### src/scm_regs.svh
// register indices, field positions, reset values and timing constants of the serial controller
`ifndef SCM_REGS_SVH
`define SCM_REGS_SVH
// register indices; byte address is four times the index
`define SCM_IDX_SPI_STAT 16'h4420
`define SCM_IDX_I2C_STAT 16'h4422
`define SCM_IDX_I2C_CMD 16'h4426
`define SCM_IDX_I2C_ACK 16'h4428
`define SCM_IDX_DATA 16'h441e
`define SCM_IDX_INT_STAT 16'h4440
`define SCM_IDX_INT_MASK 16'h4442
// spi status fields
`define SCM_SPI_TXIDLE_BIT 3
`define SCM_SPI_TXFREE_BIT 2
`define SCM_SPI_RXVAL_BIT 1
`define SCM_SPI_RXOVF_BIT 0
// i2c command fields
`define SCM_CMD_STOP_BIT 3
`define SCM_CMD_START_BIT 2
`define SCM_CMD_SEND_BIT 1
`define SCM_CMD_RECV_BIT 0
`define SCM_ACK_SEL_BIT 0
// i2c status fields
`define SCM_ST_COND_BIT 3
`define SCM_ST_RXFIN_BIT 2
`define SCM_ST_TXFIN_BIT 1
`define SCM_ST_NACK_BIT 0
// interrupt status and mask fields
`define SCM_INT_OVF_BIT 4
`define SCM_INT_COND_BIT 3
`define SCM_INT_RXFIN_BIT 2
`define SCM_INT_TXFIN_BIT 1
`define SCM_INT_NACK_BIT 0
`define SCM_RESET_16 16'h0000
// timing
`define SCM_CLK_PERIOD_NS 25
`define SCM_I2C_QTR_NS 2500
`define SCM_I2C_QTR_CYCLES (`SCM_I2C_QTR_NS / `SCM_CLK_PERIOD_NS)
`define SCM_FIFO_DEPTH 4
`endif

### src/scm_pkg.sv
// types shared by the serial controller modules
`default_nettype none
package scm_pkg;
  typedef enum logic [3:0] {
    SCM_ENG_IDLE = 4'h1,
    SCM_ENG_START = 4'h2,
    SCM_ENG_STOP = 4'h4,
    SCM_ENG_XFER = 4'h8
  } scm_eng_state_type;
  // values equal the command bit each operation clears
  typedef enum logic [1:0] {
    SCM_OP_RECV = 2'h0,
    SCM_OP_SEND = 2'h1,
    SCM_OP_START = 2'h2,
    SCM_OP_STOP = 2'h3
  } scm_op_type;
endpackage : scm_pkg
`default_nettype wire

### src/scm_serial_ctrl.sv
// serial controller top: ahb-lite registers, i2c command/status, spi status flags
`default_nettype none
`include "scm_regs.svh"
// ****************************************************************
// Contract
// - spi rx valid flag is high exactly while the rx fifo holds a byte
// - a byte arriving at a full rx fifo sets the overrun flag
// - reading the serial data register clears the overrun flag
// - send-byte command transmits one byte, then clears itself
// - receive-byte command clocks in one byte, then clears itself
// - after a received byte drive ack if ack select is one, else nack
// - start or stop completion sets condition-done; next activity clears it
// - byte received sets byte-received flag; next activity clears it
// - byte sent sets byte-sent flag; next activity clears it
// - slave nack on a sent byte sets nack flag; next activity clears it
// ****************************************************************
module scm_serial_ctrl import scm_pkg::*; #(
  parameter int FIFO_DEPTH = `SCM_FIFO_DEPTH,
  parameter int QTR_CYCLES = `SCM_I2C_QTR_CYCLES
) (
  input wire logic clk,
  input wire logic rst_n,
  input wire logic hsel,
  input wire logic [31:0] haddr,
  input wire logic [1:0] htrans,
  input wire logic hwrite,
  input wire logic [2:0] hsize,
  input wire logic [31:0] hwdata,
  input wire logic hready,
  output logic hreadyout,
  output logic [31:0] hrdata,
  output logic hresp,
  output logic irq,
  input wire logic mode_i2c,
  input wire logic scl_in,
  output logic scl_out,
  output logic scl_oe,
  input wire logic sda_in,
  output logic sda_out,
  output logic sda_oe,
  input wire logic [7:0] spi_rx_data,
  input wire logic spi_rx_valid,
  output logic spi_rx_ready,
  output logic [7:0] spi_tx_data,
  output logic spi_tx_valid,
  input wire logic spi_tx_ready,
  input wire logic spi_tx_busy
);
  // ****************************************************************
  // bus slave
  // ****************************************************************
  logic take, rd_take, data_rd, wr_cmd, wr_ack, wr_data, wr_imask, wr_istat;
  logic dp_wr_r, dp_wr_nxt;
  logic [17:0] dp_addr_r, dp_addr_nxt;
  logic [31:0] hrdata_r, hrdata_nxt;
  logic [3:0] cmd_r, cmd_nxt, i2c_stat_r, i2c_stat_nxt, spi_stat;
  logic ack_r, ack_nxt, ovf_r, ovf_nxt, ovf_event;
  logic [4:0] int_stat_r, int_stat_nxt, int_mask_r, int_mask_nxt, ev;
  logic [7:0] txb_r, txb_nxt, rx_head, eng_rx;
  logic rx_in_ready, rx_out_valid, tx_in_ready, tx_push;
  logic eng_begin, eng_done, eng_nack;
  scm_op_type eng_op;
  assign take = hsel && htrans[1] && hready;
  assign rd_take = take && !hwrite;
  // side effects of reads act in the address phase so the data phase needs no wait
  assign data_rd = rd_take && (haddr[17:0] == {`SCM_IDX_DATA, 2'b00});
  assign wr_cmd = dp_wr_r && (dp_addr_r == {`SCM_IDX_I2C_CMD, 2'b00});
  assign wr_ack = dp_wr_r && (dp_addr_r == {`SCM_IDX_I2C_ACK, 2'b00});
  assign wr_data = dp_wr_r && (dp_addr_r == {`SCM_IDX_DATA, 2'b00});
  assign wr_imask = dp_wr_r && (dp_addr_r == {`SCM_IDX_INT_MASK, 2'b00});
  assign wr_istat = dp_wr_r && (dp_addr_r == {`SCM_IDX_INT_STAT, 2'b00});
  assign hreadyout = 1'b1;
  assign hresp = 1'b0;
  assign hrdata = hrdata_r;
  assign spi_stat[`SCM_SPI_TXIDLE_BIT] = !spi_tx_valid && !spi_tx_busy;
  assign spi_stat[`SCM_SPI_TXFREE_BIT] = tx_in_ready;
  assign spi_stat[`SCM_SPI_RXVAL_BIT] = rx_out_valid;
  assign spi_stat[`SCM_SPI_RXOVF_BIT] = ovf_r;
  always_comb begin
    dp_wr_nxt = take && hwrite;
    dp_addr_nxt = take ? haddr[17:0] : dp_addr_r;
    hrdata_nxt = hrdata_r;
    if (rd_take) begin
      if (haddr[17:0] == {`SCM_IDX_SPI_STAT, 2'b00}) begin
        hrdata_nxt = {28'h0000000, spi_stat};
      end else if (haddr[17:0] == {`SCM_IDX_I2C_STAT, 2'b00}) begin
        hrdata_nxt = {28'h0000000, i2c_stat_r};
      end else if (haddr[17:0] == {`SCM_IDX_I2C_CMD, 2'b00}) begin
        hrdata_nxt = {28'h0000000, cmd_r};
      end else if (haddr[17:0] == {`SCM_IDX_I2C_ACK, 2'b00}) begin
        hrdata_nxt = {31'h00000000, ack_r};
      end else if (haddr[17:0] == {`SCM_IDX_DATA, 2'b00}) begin
        hrdata_nxt = {24'h000000, mode_i2c ? eng_rx : rx_head};
      end else if (haddr[17:0] == {`SCM_IDX_INT_STAT, 2'b00}) begin
        hrdata_nxt = {27'h0000000, int_stat_r};
      end else if (haddr[17:0] == {`SCM_IDX_INT_MASK, 2'b00}) begin
        hrdata_nxt = {27'h0000000, int_mask_r};
      end else begin
        hrdata_nxt = 32'h00000000;
      end
    end
  end
  // ****************************************************************
  // i2c command, acknowledge and status registers
  // ****************************************************************
  always_comb begin
    cmd_nxt = cmd_r;
    if (eng_done) begin
      cmd_nxt[eng_op] = 1'b0;
    end
    // a software write landing with a completion wins
    if (wr_cmd) begin
      cmd_nxt = hwdata[3:0];
    end
    ack_nxt = wr_ack ? hwdata[`SCM_ACK_SEL_BIT] : ack_r;
    txb_nxt = (wr_data && mode_i2c) ? hwdata[7:0] : txb_r;
    i2c_stat_nxt = eng_begin ? 4'h0 : i2c_stat_r;
    if (eng_done) begin
      if (eng_op == SCM_OP_START || eng_op == SCM_OP_STOP) begin
        i2c_stat_nxt[`SCM_ST_COND_BIT] = 1'b1;
      end else if (eng_op == SCM_OP_RECV) begin
        i2c_stat_nxt[`SCM_ST_RXFIN_BIT] = 1'b1;
      end else begin
        i2c_stat_nxt[`SCM_ST_TXFIN_BIT] = 1'b1;
        i2c_stat_nxt[`SCM_ST_NACK_BIT] = eng_nack;
      end
    end
  end
  // ****************************************************************
  // spi overrun and interrupts
  // ****************************************************************
  assign ovf_event = spi_rx_valid && !rx_in_ready;
  assign ev[`SCM_INT_OVF_BIT] = ovf_event;
  assign ev[`SCM_INT_COND_BIT] = eng_done && (eng_op == SCM_OP_START || eng_op == SCM_OP_STOP);
  assign ev[`SCM_INT_RXFIN_BIT] = eng_done && (eng_op == SCM_OP_RECV);
  assign ev[`SCM_INT_TXFIN_BIT] = eng_done && (eng_op == SCM_OP_SEND);
  assign ev[`SCM_INT_NACK_BIT] = eng_done && (eng_op == SCM_OP_SEND) && eng_nack;
  assign irq = |(int_stat_r & int_mask_r);
  assign tx_push = wr_data && !mode_i2c;
  always_comb begin
    // a new overrun in the cycle of the data read keeps the flag set
    ovf_nxt = ovf_event || (ovf_r && !data_rd);
    int_stat_nxt = (int_stat_r & ~(wr_istat ? hwdata[4:0] : 5'h00)) | ev;
    int_mask_nxt = wr_imask ? hwdata[4:0] : int_mask_r;
  end
  always_ff @(posedge clk) begin
    if (!rst_n) begin
      dp_wr_r <= 1'b0;
      dp_addr_r <= 18'h00000;
      hrdata_r <= 32'h00000000;
      cmd_r <= 4'(`SCM_RESET_16);
      ack_r <= 1'b0;
      txb_r <= 8'h00;
      i2c_stat_r <= 4'h0;
      ovf_r <= 1'b0;
      int_stat_r <= 5'h00;
      int_mask_r <= 5'h00;
    end else begin
      dp_wr_r <= dp_wr_nxt;
      dp_addr_r <= dp_addr_nxt;
      hrdata_r <= hrdata_nxt;
      cmd_r <= cmd_nxt;
      ack_r <= ack_nxt;
      txb_r <= txb_nxt;
      i2c_stat_r <= i2c_stat_nxt;
      ovf_r <= ovf_nxt;
      int_stat_r <= int_stat_nxt;
      int_mask_r <= int_mask_nxt;
    end
  end
  // ****************************************************************
  // fifos and i2c engine
  // ****************************************************************
  scm_fifo #(.WIDTH(8), .DEPTH(FIFO_DEPTH)) u_rx_fifo (
    .clk(clk),
    .rst_n(rst_n),
    .in_valid(spi_rx_valid),
    .in_data(spi_rx_data),
    .in_ready(rx_in_ready),
    .out_valid(rx_out_valid),
    .out_data(rx_head),
    .out_ready(data_rd && !mode_i2c)
  );
  assign spi_rx_ready = rx_in_ready;
  // a data write to a full tx fifo is dropped; software checks tx space first
  scm_fifo #(.WIDTH(8), .DEPTH(FIFO_DEPTH)) u_tx_fifo (
    .clk(clk),
    .rst_n(rst_n),
    .in_valid(tx_push),
    .in_data(hwdata[7:0]),
    .in_ready(tx_in_ready),
    .out_valid(spi_tx_valid),
    .out_data(spi_tx_data),
    .out_ready(spi_tx_ready)
  );
  scm_i2c_engine #(.QTR_CYCLES(QTR_CYCLES)) u_i2c (
    .clk(clk),
    .rst_n(rst_n),
    .cmd_start(cmd_r[`SCM_CMD_START_BIT]),
    .cmd_stop(cmd_r[`SCM_CMD_STOP_BIT]),
    .cmd_send(cmd_r[`SCM_CMD_SEND_BIT]),
    .cmd_recv(cmd_r[`SCM_CMD_RECV_BIT]),
    .ack_select(ack_r),
    .tx_byte(txb_r),
    .scl_in(scl_in),
    .sda_in(sda_in),
    .scl_out(scl_out),
    .scl_oe(scl_oe),
    .sda_out(sda_out),
    .sda_oe(sda_oe),
    .begin_pulse(eng_begin),
    .done_pulse(eng_done),
    .done_op(eng_op),
    .nack_seen(eng_nack),
    .rx_byte(eng_rx)
  );
  // ****************************************************************
  // independent fifo levels, read only by the checks
  // ****************************************************************
  // counted apart from the fifo pointers so that a pointer slip shows in the checks
  localparam int LW = $clog2(FIFO_DEPTH) + 1;
  logic [LW-1:0] rx_lvl_r, rx_lvl_nxt, tx_lvl_r, tx_lvl_nxt;
  always_comb begin
    rx_lvl_nxt = rx_lvl_r + LW'(spi_rx_valid && (rx_lvl_r != LW'(FIFO_DEPTH)))
      - LW'(data_rd && !mode_i2c && (rx_lvl_r != '0));
    tx_lvl_nxt = tx_lvl_r + LW'(tx_push && (tx_lvl_r != LW'(FIFO_DEPTH)))
      - LW'(spi_tx_ready && (tx_lvl_r != '0));
  end
  always_ff @(posedge clk) begin
    if (!rst_n) begin
      rx_lvl_r <= '0;
      tx_lvl_r <= '0;
    end else begin
      rx_lvl_r <= rx_lvl_nxt;
      tx_lvl_r <= tx_lvl_nxt;
    end
  end
  // ****************************************************************
  // checks
  // ****************************************************************
  chk_rxval_push: assert property (@(posedge clk) disable iff (!rst_n)
    (spi_rx_valid && !rx_out_valid) |=> spi_stat[`SCM_SPI_RXVAL_BIT])
    else $error("rx valid flag not raised after byte into empty fifo");
  chk_rxval_pop: assert property (@(posedge clk) disable iff (!rst_n)
    (data_rd && !mode_i2c && !spi_rx_valid && rx_lvl_r == LW'(1))
    |=> !spi_stat[`SCM_SPI_RXVAL_BIT])
    else $error("rx valid flag stays after last byte read");
  chk_ovf_set: assert property (@(posedge clk) disable iff (!rst_n)
    (spi_rx_valid && !rx_in_ready) |=> ovf_r ##1 (ovf_r || $past(data_rd)))
    else $error("overrun flag not set on byte into full fifo");
  chk_ovf_clear: assert property (@(posedge clk) disable iff (!rst_n)
    (data_rd && !ovf_event) |=> !spi_stat[`SCM_SPI_RXOVF_BIT])
    else $error("overrun flag not cleared by data read");
  chk_send_clears: assert property (@(posedge clk) disable iff (!rst_n)
    (eng_done && eng_op == SCM_OP_SEND && !wr_cmd) |=> !cmd_r[`SCM_CMD_SEND_BIT])
    else $error("send command bit not cleared at completion");
  chk_recv_clears: assert property (@(posedge clk) disable iff (!rst_n)
    (eng_done && eng_op == SCM_OP_RECV && !wr_cmd) |=> !cmd_r[`SCM_CMD_RECV_BIT])
    else $error("receive command bit not cleared at completion");
  chk_cond_flag: assert property (@(posedge clk) disable iff (!rst_n)
    (eng_done && (eng_op == SCM_OP_START || eng_op == SCM_OP_STOP))
    |=> i2c_stat_r[`SCM_ST_COND_BIT] && int_stat_r[`SCM_INT_COND_BIT])
    else $error("condition done flag not set");
  chk_begin_clears: assert property (@(posedge clk) disable iff (!rst_n)
    eng_begin |=> (i2c_stat_r == 4'h0))
    else $error("i2c status flags not cleared at new activity");
  chk_tx_flag: assert property (@(posedge clk) disable iff (!rst_n)
    (eng_done && eng_op == SCM_OP_SEND) |=> i2c_stat_r[`SCM_ST_TXFIN_BIT])
    else $error("byte sent flag not set");
  chk_nack_flag: assert property (@(posedge clk) disable iff (!rst_n)
    (eng_done && eng_op == SCM_OP_SEND) |=> (i2c_stat_r[`SCM_ST_NACK_BIT] == $past(eng_nack)))
    else $error("nack flag does not match slave answer");
  chk_tx_idle: assert property (@(posedge clk) disable iff (!rst_n)
    (spi_tx_busy || spi_tx_valid) |-> !spi_stat[`SCM_SPI_TXIDLE_BIT])
    else $error("tx idle flagged while busy or fifo not empty");
  chk_start_clears: assert property (@(posedge clk) disable iff (!rst_n)
    (eng_done && eng_op == SCM_OP_START && !wr_cmd) |=> !cmd_r[`SCM_CMD_START_BIT] ##1 !eng_begin)
    else $error("start command bit not cleared or engine restarted");
  chk_rxval_level: assert property (@(posedge clk) disable iff (!rst_n)
    spi_stat[`SCM_SPI_RXVAL_BIT] == (rx_lvl_r != '0))
    else $error("rx valid flag disagrees with rx fifo level");
  chk_ovf_full: assert property (@(posedge clk) disable iff (!rst_n)
    (spi_rx_valid && rx_lvl_r == LW'(FIFO_DEPTH)) |=> spi_stat[`SCM_SPI_RXOVF_BIT])
    else $error("overrun flag not set on byte into full rx fifo");
  chk_txfree_level: assert property (@(posedge clk) disable iff (!rst_n)
    spi_stat[`SCM_SPI_TXFREE_BIT] == (tx_lvl_r != LW'(FIFO_DEPTH)))
    else $error("tx space flag disagrees with tx fifo level");
  chk_txidle_level: assert property (@(posedge clk) disable iff (!rst_n)
    spi_stat[`SCM_SPI_TXIDLE_BIT] == (tx_lvl_r == '0 && !spi_tx_busy))
    else $error("tx idle flag disagrees with tx fifo level");
  chk_rx_flag: assert property (@(posedge clk) disable iff (!rst_n)
    (eng_done && eng_op == SCM_OP_RECV)
    |=> i2c_stat_r[`SCM_ST_RXFIN_BIT])
    else $error("byte received flag not set");
  chk_nack_recv: assert property (@(posedge clk) disable iff (!rst_n)
    (eng_done && eng_op == SCM_OP_RECV) |=> !i2c_stat_r[`SCM_ST_NACK_BIT])
    else $error("nack flag set after a received byte");
  chk_stop_clears: assert property (@(posedge clk) disable iff (!rst_n)
    (eng_done && eng_op == SCM_OP_STOP && !wr_cmd) |=> !cmd_r[`SCM_CMD_STOP_BIT])
    else $error("stop command bit not cleared at completion");
endmodule : scm_serial_ctrl
`default_nettype wire

### src/scm_fifo.sv
// small flip-flop fifo with valid/ready on both sides
`default_nettype none
`include "scm_regs.svh"
module scm_fifo #(
  parameter int WIDTH = 8,
  parameter int DEPTH = `SCM_FIFO_DEPTH
) (
  input wire logic clk,
  input wire logic rst_n,
  input wire logic in_valid,
  input wire logic [WIDTH-1:0] in_data,
  output logic in_ready,
  output logic out_valid,
  output logic [WIDTH-1:0] out_data,
  input wire logic out_ready
);
  localparam int AW = (DEPTH > 1) ? $clog2(DEPTH) : 1;
  generate
    if (DEPTH < 2 || (DEPTH & (DEPTH - 1)) != 0) begin : g_bad_depth
      $error("scm_fifo depth must be a power of two of at least 2");
    end
  endgenerate
  logic [WIDTH-1:0] mem_r [DEPTH];
  logic [WIDTH-1:0] mem_nxt [DEPTH];
  logic [AW-1:0] wp_r, wp_nxt, rp_r, rp_nxt;
  logic [AW:0] cnt_r, cnt_nxt;
  logic push, pop;
  assign in_ready = (cnt_r != (AW+1)'(DEPTH));
  assign out_valid = (cnt_r != '0);
  assign out_data = mem_r[rp_r];
  assign push = in_valid && in_ready;
  assign pop = out_valid && out_ready;
  always_comb begin
    mem_nxt = mem_r;
    wp_nxt = wp_r;
    rp_nxt = rp_r;
    if (push) begin
      mem_nxt[wp_r] = in_data;
      wp_nxt = wp_r + 1'b1;
    end
    if (pop) begin
      rp_nxt = rp_r + 1'b1;
    end
    cnt_nxt = cnt_r + (AW+1)'(push) - (AW+1)'(pop);
  end
  always_ff @(posedge clk) begin
    if (!rst_n) begin
      wp_r <= '0;
      rp_r <= '0;
      cnt_r <= '0;
    end else begin
      wp_r <= wp_nxt;
      rp_r <= rp_nxt;
      cnt_r <= cnt_nxt;
    end
    mem_r <= mem_nxt;
  end
endmodule : scm_fifo
`default_nettype wire

### src/scm_i2c_engine.sv
// i2c master bit engine: start, stop, byte send and byte receive
`default_nettype none
`include "scm_regs.svh"
module scm_i2c_engine import scm_pkg::*; #(
  parameter int QTR_CYCLES = `SCM_I2C_QTR_CYCLES
) (
  input wire logic clk,
  input wire logic rst_n,
  input wire logic cmd_start,
  input wire logic cmd_stop,
  input wire logic cmd_send,
  input wire logic cmd_recv,
  input wire logic ack_select,
  input wire logic [7:0] tx_byte,
  input wire logic scl_in,
  input wire logic sda_in,
  output logic scl_out,
  output logic scl_oe,
  output logic sda_out,
  output logic sda_oe,
  output logic begin_pulse,
  output logic done_pulse,
  output scm_op_type done_op,
  output logic nack_seen,
  output logic [7:0] rx_byte
);
  generate
    if (QTR_CYCLES < 1 || QTR_CYCLES > 65535) begin : g_bad_qtr
      $error("scm_i2c_engine quarter period out of range");
    end
  endgenerate
  scm_eng_state_type st_r, st_nxt;
  scm_op_type op_r, op_nxt;
  logic [15:0] qc_r, qc_nxt;
  logic [1:0] ph_r, ph_nxt;
  logic [3:0] bit_r, bit_nxt;
  logic [7:0] sh_r, sh_nxt, rx_r, rx_nxt;
  logic scl_rel_r, scl_rel_nxt, sda_rel_r, sda_rel_nxt;
  logic done_r, done_nxt, beg_r, beg_nxt, nack_r, nack_nxt;
  logic tick;
  assign tick = (qc_r == 16'(QTR_CYCLES - 1));
  assign scl_out = 1'b0;
  assign sda_out = 1'b0;
  assign scl_oe = !scl_rel_r;
  assign sda_oe = !sda_rel_r;
  assign begin_pulse = beg_r;
  assign done_pulse = done_r;
  assign done_op = op_r;
  assign nack_seen = nack_r;
  assign rx_byte = rx_r;
  always_comb begin
    st_nxt = st_r;
    op_nxt = op_r;
    ph_nxt = ph_r;
    bit_nxt = bit_r;
    sh_nxt = sh_r;
    rx_nxt = rx_r;
    scl_rel_nxt = scl_rel_r;
    sda_rel_nxt = sda_rel_r;
    nack_nxt = nack_r;
    done_nxt = 1'b0;
    beg_nxt = 1'b0;
    qc_nxt = (st_r == SCM_ENG_IDLE || tick) ? 16'h0000 : qc_r + 16'h0001;
    case (st_r)
      SCM_ENG_IDLE: begin
        // done_r blocks a restart while the finished command bit is still set
        if (!done_r && (cmd_stop || cmd_start || cmd_send || cmd_recv)) begin
          beg_nxt = 1'b1;
          ph_nxt = 2'h0;
          bit_nxt = 4'h0;
          nack_nxt = 1'b0;
          sh_nxt = tx_byte;
          if (cmd_stop) begin
            st_nxt = SCM_ENG_STOP;
            op_nxt = SCM_OP_STOP;
          end else if (cmd_start) begin
            st_nxt = SCM_ENG_START;
            op_nxt = SCM_OP_START;
          end else begin
            st_nxt = SCM_ENG_XFER;
            op_nxt = cmd_send ? SCM_OP_SEND : SCM_OP_RECV;
          end
        end
      end
      SCM_ENG_START: begin
        if (tick) begin
          ph_nxt = ph_r + 2'h1;
          case (ph_r)
            2'h0: sda_rel_nxt = 1'b1;
            2'h1: scl_rel_nxt = 1'b1;
            2'h2: sda_rel_nxt = 1'b0;
            default: begin
              scl_rel_nxt = 1'b0;
              done_nxt = 1'b1;
              st_nxt = SCM_ENG_IDLE;
            end
          endcase
        end
      end
      SCM_ENG_STOP: begin
        if (tick) begin
          ph_nxt = ph_r + 2'h1;
          case (ph_r)
            2'h0: sda_rel_nxt = 1'b0;
            2'h1: scl_rel_nxt = 1'b1;
            2'h2: sda_rel_nxt = 1'b1;
            default: begin
              done_nxt = 1'b1;
              st_nxt = SCM_ENG_IDLE;
            end
          endcase
        end
      end
      SCM_ENG_XFER: begin
        if (tick) begin
          ph_nxt = ph_r + 2'h1;
          case (ph_r)
            2'h0: begin
              if (bit_r != 4'h8) begin
                sda_rel_nxt = (op_r == SCM_OP_SEND) ? sh_r[7] : 1'b1;
              end else begin
                sda_rel_nxt = (op_r == SCM_OP_SEND) ? 1'b1 : !ack_select;
              end
            end
            2'h1: scl_rel_nxt = 1'b1;
            2'h2: begin
              // a slave holding scl low stretches the high phase
              if (!scl_in) begin
                ph_nxt = ph_r;
              end else if (bit_r != 4'h8) begin
                sh_nxt = {sh_r[6:0], sda_in};
              end else begin
                nack_nxt = (op_r == SCM_OP_SEND) && sda_in;
              end
            end
            default: begin
              scl_rel_nxt = 1'b0;
              if (bit_r == 4'h8) begin
                done_nxt = 1'b1;
                st_nxt = SCM_ENG_IDLE;
                if (op_r == SCM_OP_RECV) begin
                  rx_nxt = sh_r;
                end
              end else begin
                bit_nxt = bit_r + 4'h1;
              end
            end
          endcase
        end
      end
      default: st_nxt = SCM_ENG_IDLE;
    endcase
  end
  always_ff @(posedge clk) begin
    if (!rst_n) begin
      st_r <= SCM_ENG_IDLE;
      op_r <= SCM_OP_RECV;
      qc_r <= 16'h0000;
      ph_r <= 2'h0;
      bit_r <= 4'h0;
      sh_r <= 8'h00;
      rx_r <= 8'h00;
      scl_rel_r <= 1'b1;
      sda_rel_r <= 1'b1;
      done_r <= 1'b0;
      beg_r <= 1'b0;
      nack_r <= 1'b0;
    end else begin
      st_r <= st_nxt;
      op_r <= op_nxt;
      qc_r <= qc_nxt;
      ph_r <= ph_nxt;
      bit_r <= bit_nxt;
      sh_r <= sh_nxt;
      rx_r <= rx_nxt;
      scl_rel_r <= scl_rel_nxt;
      sda_rel_r <= sda_rel_nxt;
      done_r <= done_nxt;
      beg_r <= beg_nxt;
      nack_r <= nack_nxt;
    end
  end
  chk_ack_drive: assert property (@(posedge clk) disable iff (!rst_n)
    (st_r == SCM_ENG_XFER && op_r == SCM_OP_RECV && bit_r == 4'h8 && ph_r == 2'h0 && tick)
    |=> (sda_oe == $past(ack_select)))
    else $error("ack level after received byte does not follow ack select");
endmodule : scm_i2c_engine
`default_nettype wire

### config.mk
export PLATFORM = sky130hd
export DESIGN_NAME = scm_serial_ctrl
export DESIGN_NICKNAME = d
export VERILOG_FILES = /design/src/scm_pkg.sv /design/src/scm_serial_ctrl.sv /design/src/scm_fifo.sv /design/src/scm_i2c_engine.sv
export VERILOG_INCLUDE_DIRS = /design/src
export SDC_FILE = /design/constraint.sdc
export NUM_CORES = 1
export LEC_CHECK = 0
export BUFFER_PORTS_ARGS = -buffer_cell sky130_fd_sc_hd__buf_2
export CAP_MARGIN = 10
export CORE_MARGIN = 1.5
export CORE_UTILIZATION = 45
export DETAILED_ROUTE_END_ITERATION = 10
export GPL_TIMING_DRIVEN = 0
export PLACE_DENSITY = 0.69
export SYNTH_ARGS = -nofsm -noshare
export SYNTH_HDL_FRONTEND = slang
export SYNTH_SLANG_ARGS = --single-unit
### constraint.sdc
create_clock -name clk -period 2.96 [get_ports clk]
set_clock_uncertainty 0.05 [all_clocks]
set_input_delay 0 -clock clk [delete_from_list [all_inputs] [get_ports clk]]
set_output_delay 0 -clock clk [all_outputs]
set_load 0.005 [all_outputs]
==> impl_results.md, run 1 <==
* Net Sw Frac at 26.23%
* TritonCTS clock tree: built
* Number of enable flip-flop cells after synthesis at 64
* Signal arrival time at the worst endpoint at 2980 ps
* Critical Path Fanout Max at 8
* Worst setup EP type: flip-flop
* Result of the run: completed
* Total congestion overflow at 0
* Source of the critical timing path: haddr[13]
* Register bit total from synthesis at 182
* Startpoint of the lowest-slack hold path: mode_i2c
* Total length of routed wires at 18760 um
* Wire length of the first global-routing pass at 30140 um
* Post-route fraction of the period consumed by the critical path at 91.96%
* Placement row count at 49
* Share of power burned in the clock network at 38.5%
* Worst-case hold slack at 41.30 ps
* Slack of the critical path at between 200 and 250 ps
* CP startpoint kind: input pin
* Boundary Pins at around 140
* Initial antenna violation count at 0
* Post-CTS clock slew at the launch and capture registers of the worst setup and hold paths at approximately 80 ps
* Sinks on Clock Net at 182
* Internal power at approximately 4.1 mW
* Vias in the first global route at 5890
* Critical setup path kind: input pin to flip-flop
* Starting Density at 45.98%
* Share of flip-flops with an asynchronous set or reset at 0%
* Final slew viol count at 0
* Inserted Diodes at 0
* Peak supply drop at around 450 uV
* Flop pwr share at between 40% and 50%
* Placement-stage worst setup slack at -368.4 ps
* Number of endpoints with negative hold slack in the final report at 0
* Total of endpoints with negative setup slack in the final report at 0
* Overall die width at around 140 um
* Largest incremental delay on the critical path at 730 ps
* CORE AREA at ~18000 um^2
* CTS Buf Count at 17
* Sequential-to-total area share from yosys stat at 51.87%
* Post-synthesis area per instance at 10.58 um^2
* Net switching component of the power at approximately 1.5 mW
* GRT Overall Usage at roughly 20%
* Detail-routed via count per cell at 5.230
* Maximum frequency from static timing analysis at 367.4 MHz
* Required time at the worst-slack endpoint at 3220 ps
* Buffer type at the clock tree root: sky130_fd_sc_hd__clkbuf_16
* Starting DRT DRC Count at 411
* Number of buffers added on ports at between 60 and 70
* Layout overhead on the synthesized area at 20.03%
* Logic gate share of total power at 12.6%
* Maximum number of pins on one net before global-route repair at 19
* Synth Flop Type: sky130_fd_sc_hd__dfxtp_1
* Placed wire-length estimate after detailed placement at 13240 um
* Die height at 138.5 um
* H-tree depth reported by CTS at 4
* Maximum Capacitance Violations at 0
* Setup repair bufs after CTS at 0
* Number of iterations in the first detailed-routing pass at 5
* Clock latency reported for the late side of the worst-skew pair at between 400 and 500 ps
* Synthesis warning total at 0
* Count of unresolved DRC violations after routing at 0
* Number of instances in the synthesized netlist at between 700 and 800
* Worst-Margin Slew at 1090 ps
* RSZ-0062 raised after global routing: false
* Final ANT Viol Nets at 0
* Synthesized area at approximately 8300 um^2
* Count of cell types in the netlist at 67
* Count of vias placed by the detailed router at about 6000
* GPL Wtd Cong at 0.8491
* Areal power density over the cells at 565.8 nW/um^2
* Fraction of layout cells with a size suffix above 1 at 18.70%
* Static leakage at ~3.7 nW
* CP Cell Sequence: buf_2 -> or4b_2 -> nor3b_1 -> nand2_1 -> nor4_2 -> ha_1 -> inv_1 -> ha_1 -> inv_1 -> fa_1 -> xor2_1 -> xnor2_1 -> nor2_1
* Min-delay worst type: input pin to flip-flop
* Die ar. at about 19000 um^2
* Total Nets Final at 1037
* Slew headroom at 26.64%
* Master of the slowest instance on the critical path: sky130_fd_sc_hd__or4b_2
* Final period demand of the worst path at 2722 ps
* Worst reg2reg startpoint: dp_addr_r[0]
* Largest buffer count on any clock path at 2
* Final routed wire length divided by cell count at 16.03 um
==> cells by family after synthesis <==
logic type | after synthesis | share of synthesized area (%)
adders and majority gates | 21 | 3.363
muxes | 51 | 8.544
other | 2 | 0.09093
buffers and inverters | 93 | 5.863
AOI/OAI and AO/OA | 122 | 9.226
xor gates and xnor gates | 25 | 2.651
and+or+nand+nor | 285 | 18.39
DFF | 182 | 51.87
==> stage by stage <==
| stage | util, % | TNS [ps] | area (um^2) | instances | total power [mW] |
|---|---|---|---|---|---|
| 2_1_floorplan | - | 0 | 8357 | 807 | 3.238 |
| 3_3_place_gp | 49.93 | -515.7 | 8969 | 1101 | 3.438 |
| 6_report | 55.19 | 0 | 9913 | 1170 | 5.609 |
| 5_1_grt | 55.19 | 0 | 9913 | 1170 | 5.842 |
| 4_1_cts | 55.12 | 0 | 9902 | 1170 | 5.652 |
| 3_5_place_dp | 49.93 | -520.9 | 8969 | 1101 | 3.462 |
==> power groups by stage <==
stage	Clock, mW	Sequential (mW)	Combinational, mW
after floorplan	0	2.78	0.456
after global placement	0	2.80	0.643
after detailed placement	0	2.80	0.663
after CTS	2.20	2.75	0.710
after global routing	2.30	2.75	0.790
final	2.16	2.75	0.706
==> layer usage <==
| layer | vias up | track usage [%] | wire (um) |
|---|---|---|---|
| met4 | 0 | 6.537 | 357 |
| met2 | 163 | 32.39 | 8960 |
| met3 | 22 | 3.602 | 991 |
| met5 | - | 0 | 0 |
| li1 | 3058 | - | - |
| met1 | 2876 | 26.70 | 8450 |
==> cells in the mapped netlist (all sizes together), types with 4 or more instances <==
library cell  instances  share of area, %
clkbuf               28               1.3
a311oi                8              0.85
nand4                16               1.3
nor4b                 6              0.89
nand2b                9              0.68
inv                  23               1.0
mux4                 15               4.1
o21ai                23               1.4
and4                  4              0.42
o211ai                4              0.36
edfxtp               64                23
nand3b                6              0.55
a31oi                 5              0.38
mux2i                30               3.6
mux2                  6              0.82
a22o                  4              0.42
and2                 11              0.83
a21oi                53               3.2
ha                   19               2.9
xor2                 15               1.6
or4b                  8               1.2
nor2b                 4              0.30
nor4                 10              0.91
nor3                  8              0.61
buf                  42               3.5
nor2                 59               2.7
and3                 10              0.76
nand2                88               4.0
xnor2                10               1.1
or3                   7              0.53
dfxtp               118                29
nand3                31               1.9
==> layout make-up <==
type / instances / area, um^2
multi-input cells: 532 / 3600
well taps: 229 / 286.5
clock buffers: 17 / 425.4
clock inverters: 15 / 137.6
flip-flops and latches: 182 / 4284
plain buffers: 70 / 397.9
repair buffers: 102 / 695.7
inverters: 23 / 86.33
fillers: 1554 / 8050
==> worst paths after layout <==
check / endpoint / slack [ps] / cells past startpoint
worst min-delay path: u_rx_fifo.rp_r[1] / 40 / 4
worst max-delay path: u_rx_fifo.cnt_r[2] / 240 / 13
worst max register to register: u_tx_fifo.cnt_r[1] / 350 / 7
worst min register to register: dp_addr_r[12] / 410 / 2
==> flip-flops by register name, indices dropped and copies added (netlist names), 2 cells and up <==
signal / flops
u_tx_fifo.cnt_r: 3
u_rx_fifo.rp_r: 2
txb_r: 8
i2c_stat_r: 4
u_i2c.done_op: 2
u_i2c.rx_byte: 8
u_i2c.qc_r: 16
u_tx_fifo.wp_r: 2
dp_addr_r: 18
int_mask_r: 5
u_tx_fifo.mem_r: 32
int_stat_r: 5
u_rx_fifo.cnt_r: 3
hrdata: 8
u_i2c.ph_r: 2
u_i2c.sh_r: 8
u_rx_fifo.mem_r: 32
cmd_r: 4
u_rx_fifo.wp_r: 2
u_i2c.bit_r: 4
u_i2c.st_r: 4
u_tx_fifo.rp_r: 2
==> placed cells by master (no fill, tap or decap), types with 5 or more instances in the layout <==
cell	n
sky130_fd_sc_hd__a21oi_1	53
sky130_fd_sc_hd__a311oi_1	8
sky130_fd_sc_hd__a31oi_1	5
sky130_fd_sc_hd__and2_1	11
sky130_fd_sc_hd__and3_1	10
sky130_fd_sc_hd__buf_1	5
sky130_fd_sc_hd__buf_2	70
sky130_fd_sc_hd__buf_4	30
sky130_fd_sc_hd__clkbuf_1	27
sky130_fd_sc_hd__clkbuf_16	17
sky130_fd_sc_hd__clkinv_4	6
sky130_fd_sc_hd__conb_1	28
sky130_fd_sc_hd__dfxtp_1	118
sky130_fd_sc_hd__dlygate4sd3_1	37
sky130_fd_sc_hd__edfxtp_1	64
sky130_fd_sc_hd__ha_1	19
sky130_fd_sc_hd__inv_1	23
sky130_fd_sc_hd__mux2_2	6
sky130_fd_sc_hd__mux2i_1	30
sky130_fd_sc_hd__mux4_2	15
sky130_fd_sc_hd__nand2_1	88
sky130_fd_sc_hd__nand2b_1	9
sky130_fd_sc_hd__nand3_1	31
sky130_fd_sc_hd__nand3b_1	6
sky130_fd_sc_hd__nand4_1	15
sky130_fd_sc_hd__nor2_1	59
sky130_fd_sc_hd__nor3_1	5
sky130_fd_sc_hd__nor4_1	7
sky130_fd_sc_hd__o21ai_0	22
sky130_fd_sc_hd__or3_1	7
sky130_fd_sc_hd__xnor2_1	10
sky130_fd_sc_hd__xor2_1	15
==> critical path, delay by kind of cell <==
family	cells	cell delay (ps)
and+or+nand+nor	5	1680
xor gates and xnor gates	2	310
buffers and inverters	3	200
adders and majority gates	3	790
==> repair_timing <==
item	CTS	global route
hold endpoints to repair	110	0
hold buffers	37	0
gates resized for setup	0	2
setup endpoints to repair	0	2
Power figures use the tool's default switching activity.
==> inputs of run 2 (changes only) <==
Settings changed: PLACE_DENSITY 0.69 to 0.68, REMOVE_ABC_BUFFERS from default to 1, SYNTH_HIERARCHICAL from default to 1.
==> impl_results.md, run 2 <==
* Largest incremental delay on the critical path at 540 ps
* CP startpoint kind: flip-flop
* Post-route fraction of the period consumed by the critical path at 97.24%
* Register bit total from synthesis at between 150 and 200
* Synthesis warning total at 6
* GRT Overall Usage at approximately 18%
* Static leakage at approximately 3.6 nW
* Most frequent standard cell in the layout excluding fill and tap cells: sky130_fd_sc_hd__dfxtp_1
* Wire length of the first global-routing pass at 28390 um
* Inserted Diodes at 0
* FF-to-FF path depth at 13
* CTS Buf Count at 17
* Die ar. at roughly 20000 um^2
* Number of endpoints with negative hold slack in the final report at 0
* Count of unresolved DRC violations after routing at 0
* Detail-routed via count per cell at 5.301
* # fillers at 1625
* Required time at the worst-slack endpoint at 3230 ps
* Cell taking the most area after synthesis: sky130_fd_sc_hd__dfxtp_1
* Category of cells accounting for the largest share of critical-path delay: simple AND/OR/NAND/NOR gates
* Area of the multi-input gates at 3851 um^2
* Flip-flop and latch area at approximately 4300 um^2
* Synthesized area at 8496 um^2
* Total Nets Final at 1000
* Cell depth of the worst hold path at 2
* Sinks on Clock Net at 182
* Final period demand of the worst path at approximately 2900 ps
* Largest buffer count on any clock path at 2
* Maximum Capacitance Violations at 0
* Synth Flop Type: sky130_fd_sc_hd__dfxtp_1
* Boundary Pins at 137
* Critical Path Fanout Max at 2
* GPL Wtd Cong at about 0.81
* H-tree depth reported by CTS at 4
* Clock latency reported for the late side of the worst-skew pair at 420 ps
* Post-CTS clock slew at the launch and capture registers of the worst setup and hold paths at 70 ps
* Biggest regs: u_rx_fifo/mem_r: 32 flops, u_tx_fifo/mem_r: 32 flops, dp_addr_r: 18 flops
* Peak supply drop at a little under 400 uV
* Initial antenna violation count at 0
* Share of flip-flops with an asynchronous set or reset at 0%
* Critical setup path kind: flip-flop to flip-flop
* Worst-case hold slack at 44.75 ps
* Starting DRT DRC Count at 413
* Critical path depth at 13
* Number of enable flip-flop cells after synthesis at 64
* Buffer type at the clock tree root: sky130_fd_sc_hd__clkbuf_16
* Master of the slowest instance on the critical path: sky130_fd_sc_hd__or4_4
* Final slew viol count at 0
* CORE AREA at 18580 um^2
* Vias in the first global route at ~5700
* Final standard cell utilization of the core at 53.02%
* Slew headroom at 38.30%
* Placement row count at 50
* Count of vias placed by the detailed router at roughly 6000
* Highest-count cells in the layout ignoring fill and taps: 116 x sky130_fd_sc_hd__dfxtp_1, 90 x sky130_fd_sc_hd__nand2_1, 67 x sky130_fd_sc_hd__a21oi_1
* Count of cell types in the netlist at 82
* Largest cells by area after synthesis: sky130_fd_sc_hd__dfxtp_1 28%, sky130_fd_sc_hd__edfxtp_1 23%, sky130_fd_sc_hd__mux4_2 4.2%
* Number of iterations in the first detailed-routing pass at 5
* Library cell with the highest instance count after synthesis: sky130_fd_sc_hd__dfxtp_1
* Post-synthesis area per instance at around 11 um^2
* Number of instances in the synthesized netlist at slightly below 800
* CP Cell Sequence: or4_4 -> nor3_4 -> nand4b_1 -> nor2_1 -> a21boi_4 -> inv_1 -> ha_1 -> inv_1 -> ha_1 -> fa_2 -> xor2_1 -> xnor2_1 -> and2_1
* Final ANT Viol Nets at 0
* Top cells by count, synth: 118 x sky130_fd_sc_hd__dfxtp_1, 90 x sky130_fd_sc_hd__nand2_1, 67 x sky130_fd_sc_hd__a21oi_1
* Worst setup EP type: flip-flop
* Result of the run: completed
* Placed wire-length estimate after detailed placement at between 10000 and 15000 um
* Maximum frequency from static timing analysis at 347.4 MHz
* Overall die width at 140.4 um
* Area share of the largest cell type after synthesis at 27.81%
* RSZ-0062 raised after global routing: true
* Number of buffers added on ports at 66
* Final routed wire length divided by cell count at approximately 16 um
* Setup TNS at 0 ps
* Total length of routed wires at 17780 um
* Sequential-to-total area share from yosys stat at between 50 and 60%
* Total of endpoints with negative setup slack in the final report at 0
* TritonCTS clock tree: built
* Worst-Margin Slew at approximately 900 ps
* Die height at 140.4 um
* Min-delay worst type: input pin to flip-flop
* Maximum number of pins on one net before global-route repair at 54
* Buf/Inv on CP at 2
* Starting Density at 45.72%
* Areal power density over the cells at between 500 and 600 nW/um^2
* Layout overhead on the synthesized area at 15.95%
* Total congestion overflow at 0
* Signal arrival time at the worst endpoint at 3150 ps
* Fraction of layout cells with a size suffix above 1 at approximately 17%
==> run 2: cell types whose count changed in the layout (fill, tap and decap cells not counted), sizes merged, moves of 6 or more <==
cell / change
a21oi: +14
nand4: -6
o21ai: -9
clkbuf: -25
and2: +6
nor2: -8
buf: -37
==> run 2: kinds of logic after synthesis <==
group | count (synthesis) | synth area share, %
and+or+nand+nor | 289 | 19.01
DFF | 182 | 50.43
AOI/OAI and AO/OA | 129 | 9.661
buffers and inverters | 89 | 5.685
muxes | 58 | 9.337
xor gates and xnor gates | 24 | 2.474
adders and majority gates | 21 | 3.270
other | 3 | 0.1325
==> run 2: repair_timing <==
item,in CTS,in global routing
hold buffers,40,0
endpoints found under the hold margin,122,0
setup buffers,2,3
gates resized for setup,3,5
setup endpoints to repair,2,7
pin swaps,2,3
==> run 2: area by class of cell <==
cell class                      instances  share of cell area [%]
Sequential cell                       182                   43.52
Clock inverter                         13                   1.054
Tap cell                              234                   2.972
Multi-Input combinational cell        549                   39.10
Clock buffer                           19                   4.395
Timing Repair Buffer                  111                   7.824
Inverter                               30                   1.143
==> run 2: layer usage <==
metal | up-vias | global-route usage [%] | share of wire [%]
met5 | - | 0 | 0
met4 | 0 | 6.870 | 1.8
met3 | 28 | 3.487 | 3.1
met2 | 129 | 29.78 | 47
met1 | 2870 | 24.14 | 48
li1 | 3006 | - | -
==> run 2: per-stage QoR <==
step,power (mW),cell area (um^2),setup WS [ps],cells
after floorplan,3.178,8219,-81.99,761
after global placement,3.373,8842,-294.2,1061
after detailed placement,3.389,8842,-305.6,1061
after CTS,5.540,9806,-12.00,1135
after global routing,5.708,9851,-92.87,1138
final,5.470,9851,81.78,1138
==> run 2: path summary, 6_finish.rpt <==
check / start / end / slack, ps
worst max-delay path: dp_addr_r[2] / u_tx_fifo/cnt_r[2] / 80
worst min-delay path: rst_n / u_i2c/scl_rel_r / 40
worst min register to register: hrdata[5] / hrdata[5] / 400
worst max register to register: dp_addr_r[2] / u_tx_fifo/cnt_r[2] / 80
==> run 2: where the power goes <==
part / leakage, nW / internal (mW) / switching [mW] / total, mW
clock network: 0.253 / 1.15 / 0.939 / 2.09
logic: 1.83 / 0.309 / 0.280 / 0.589
registers: 1.54 / 2.68 / 0.109 / 2.79
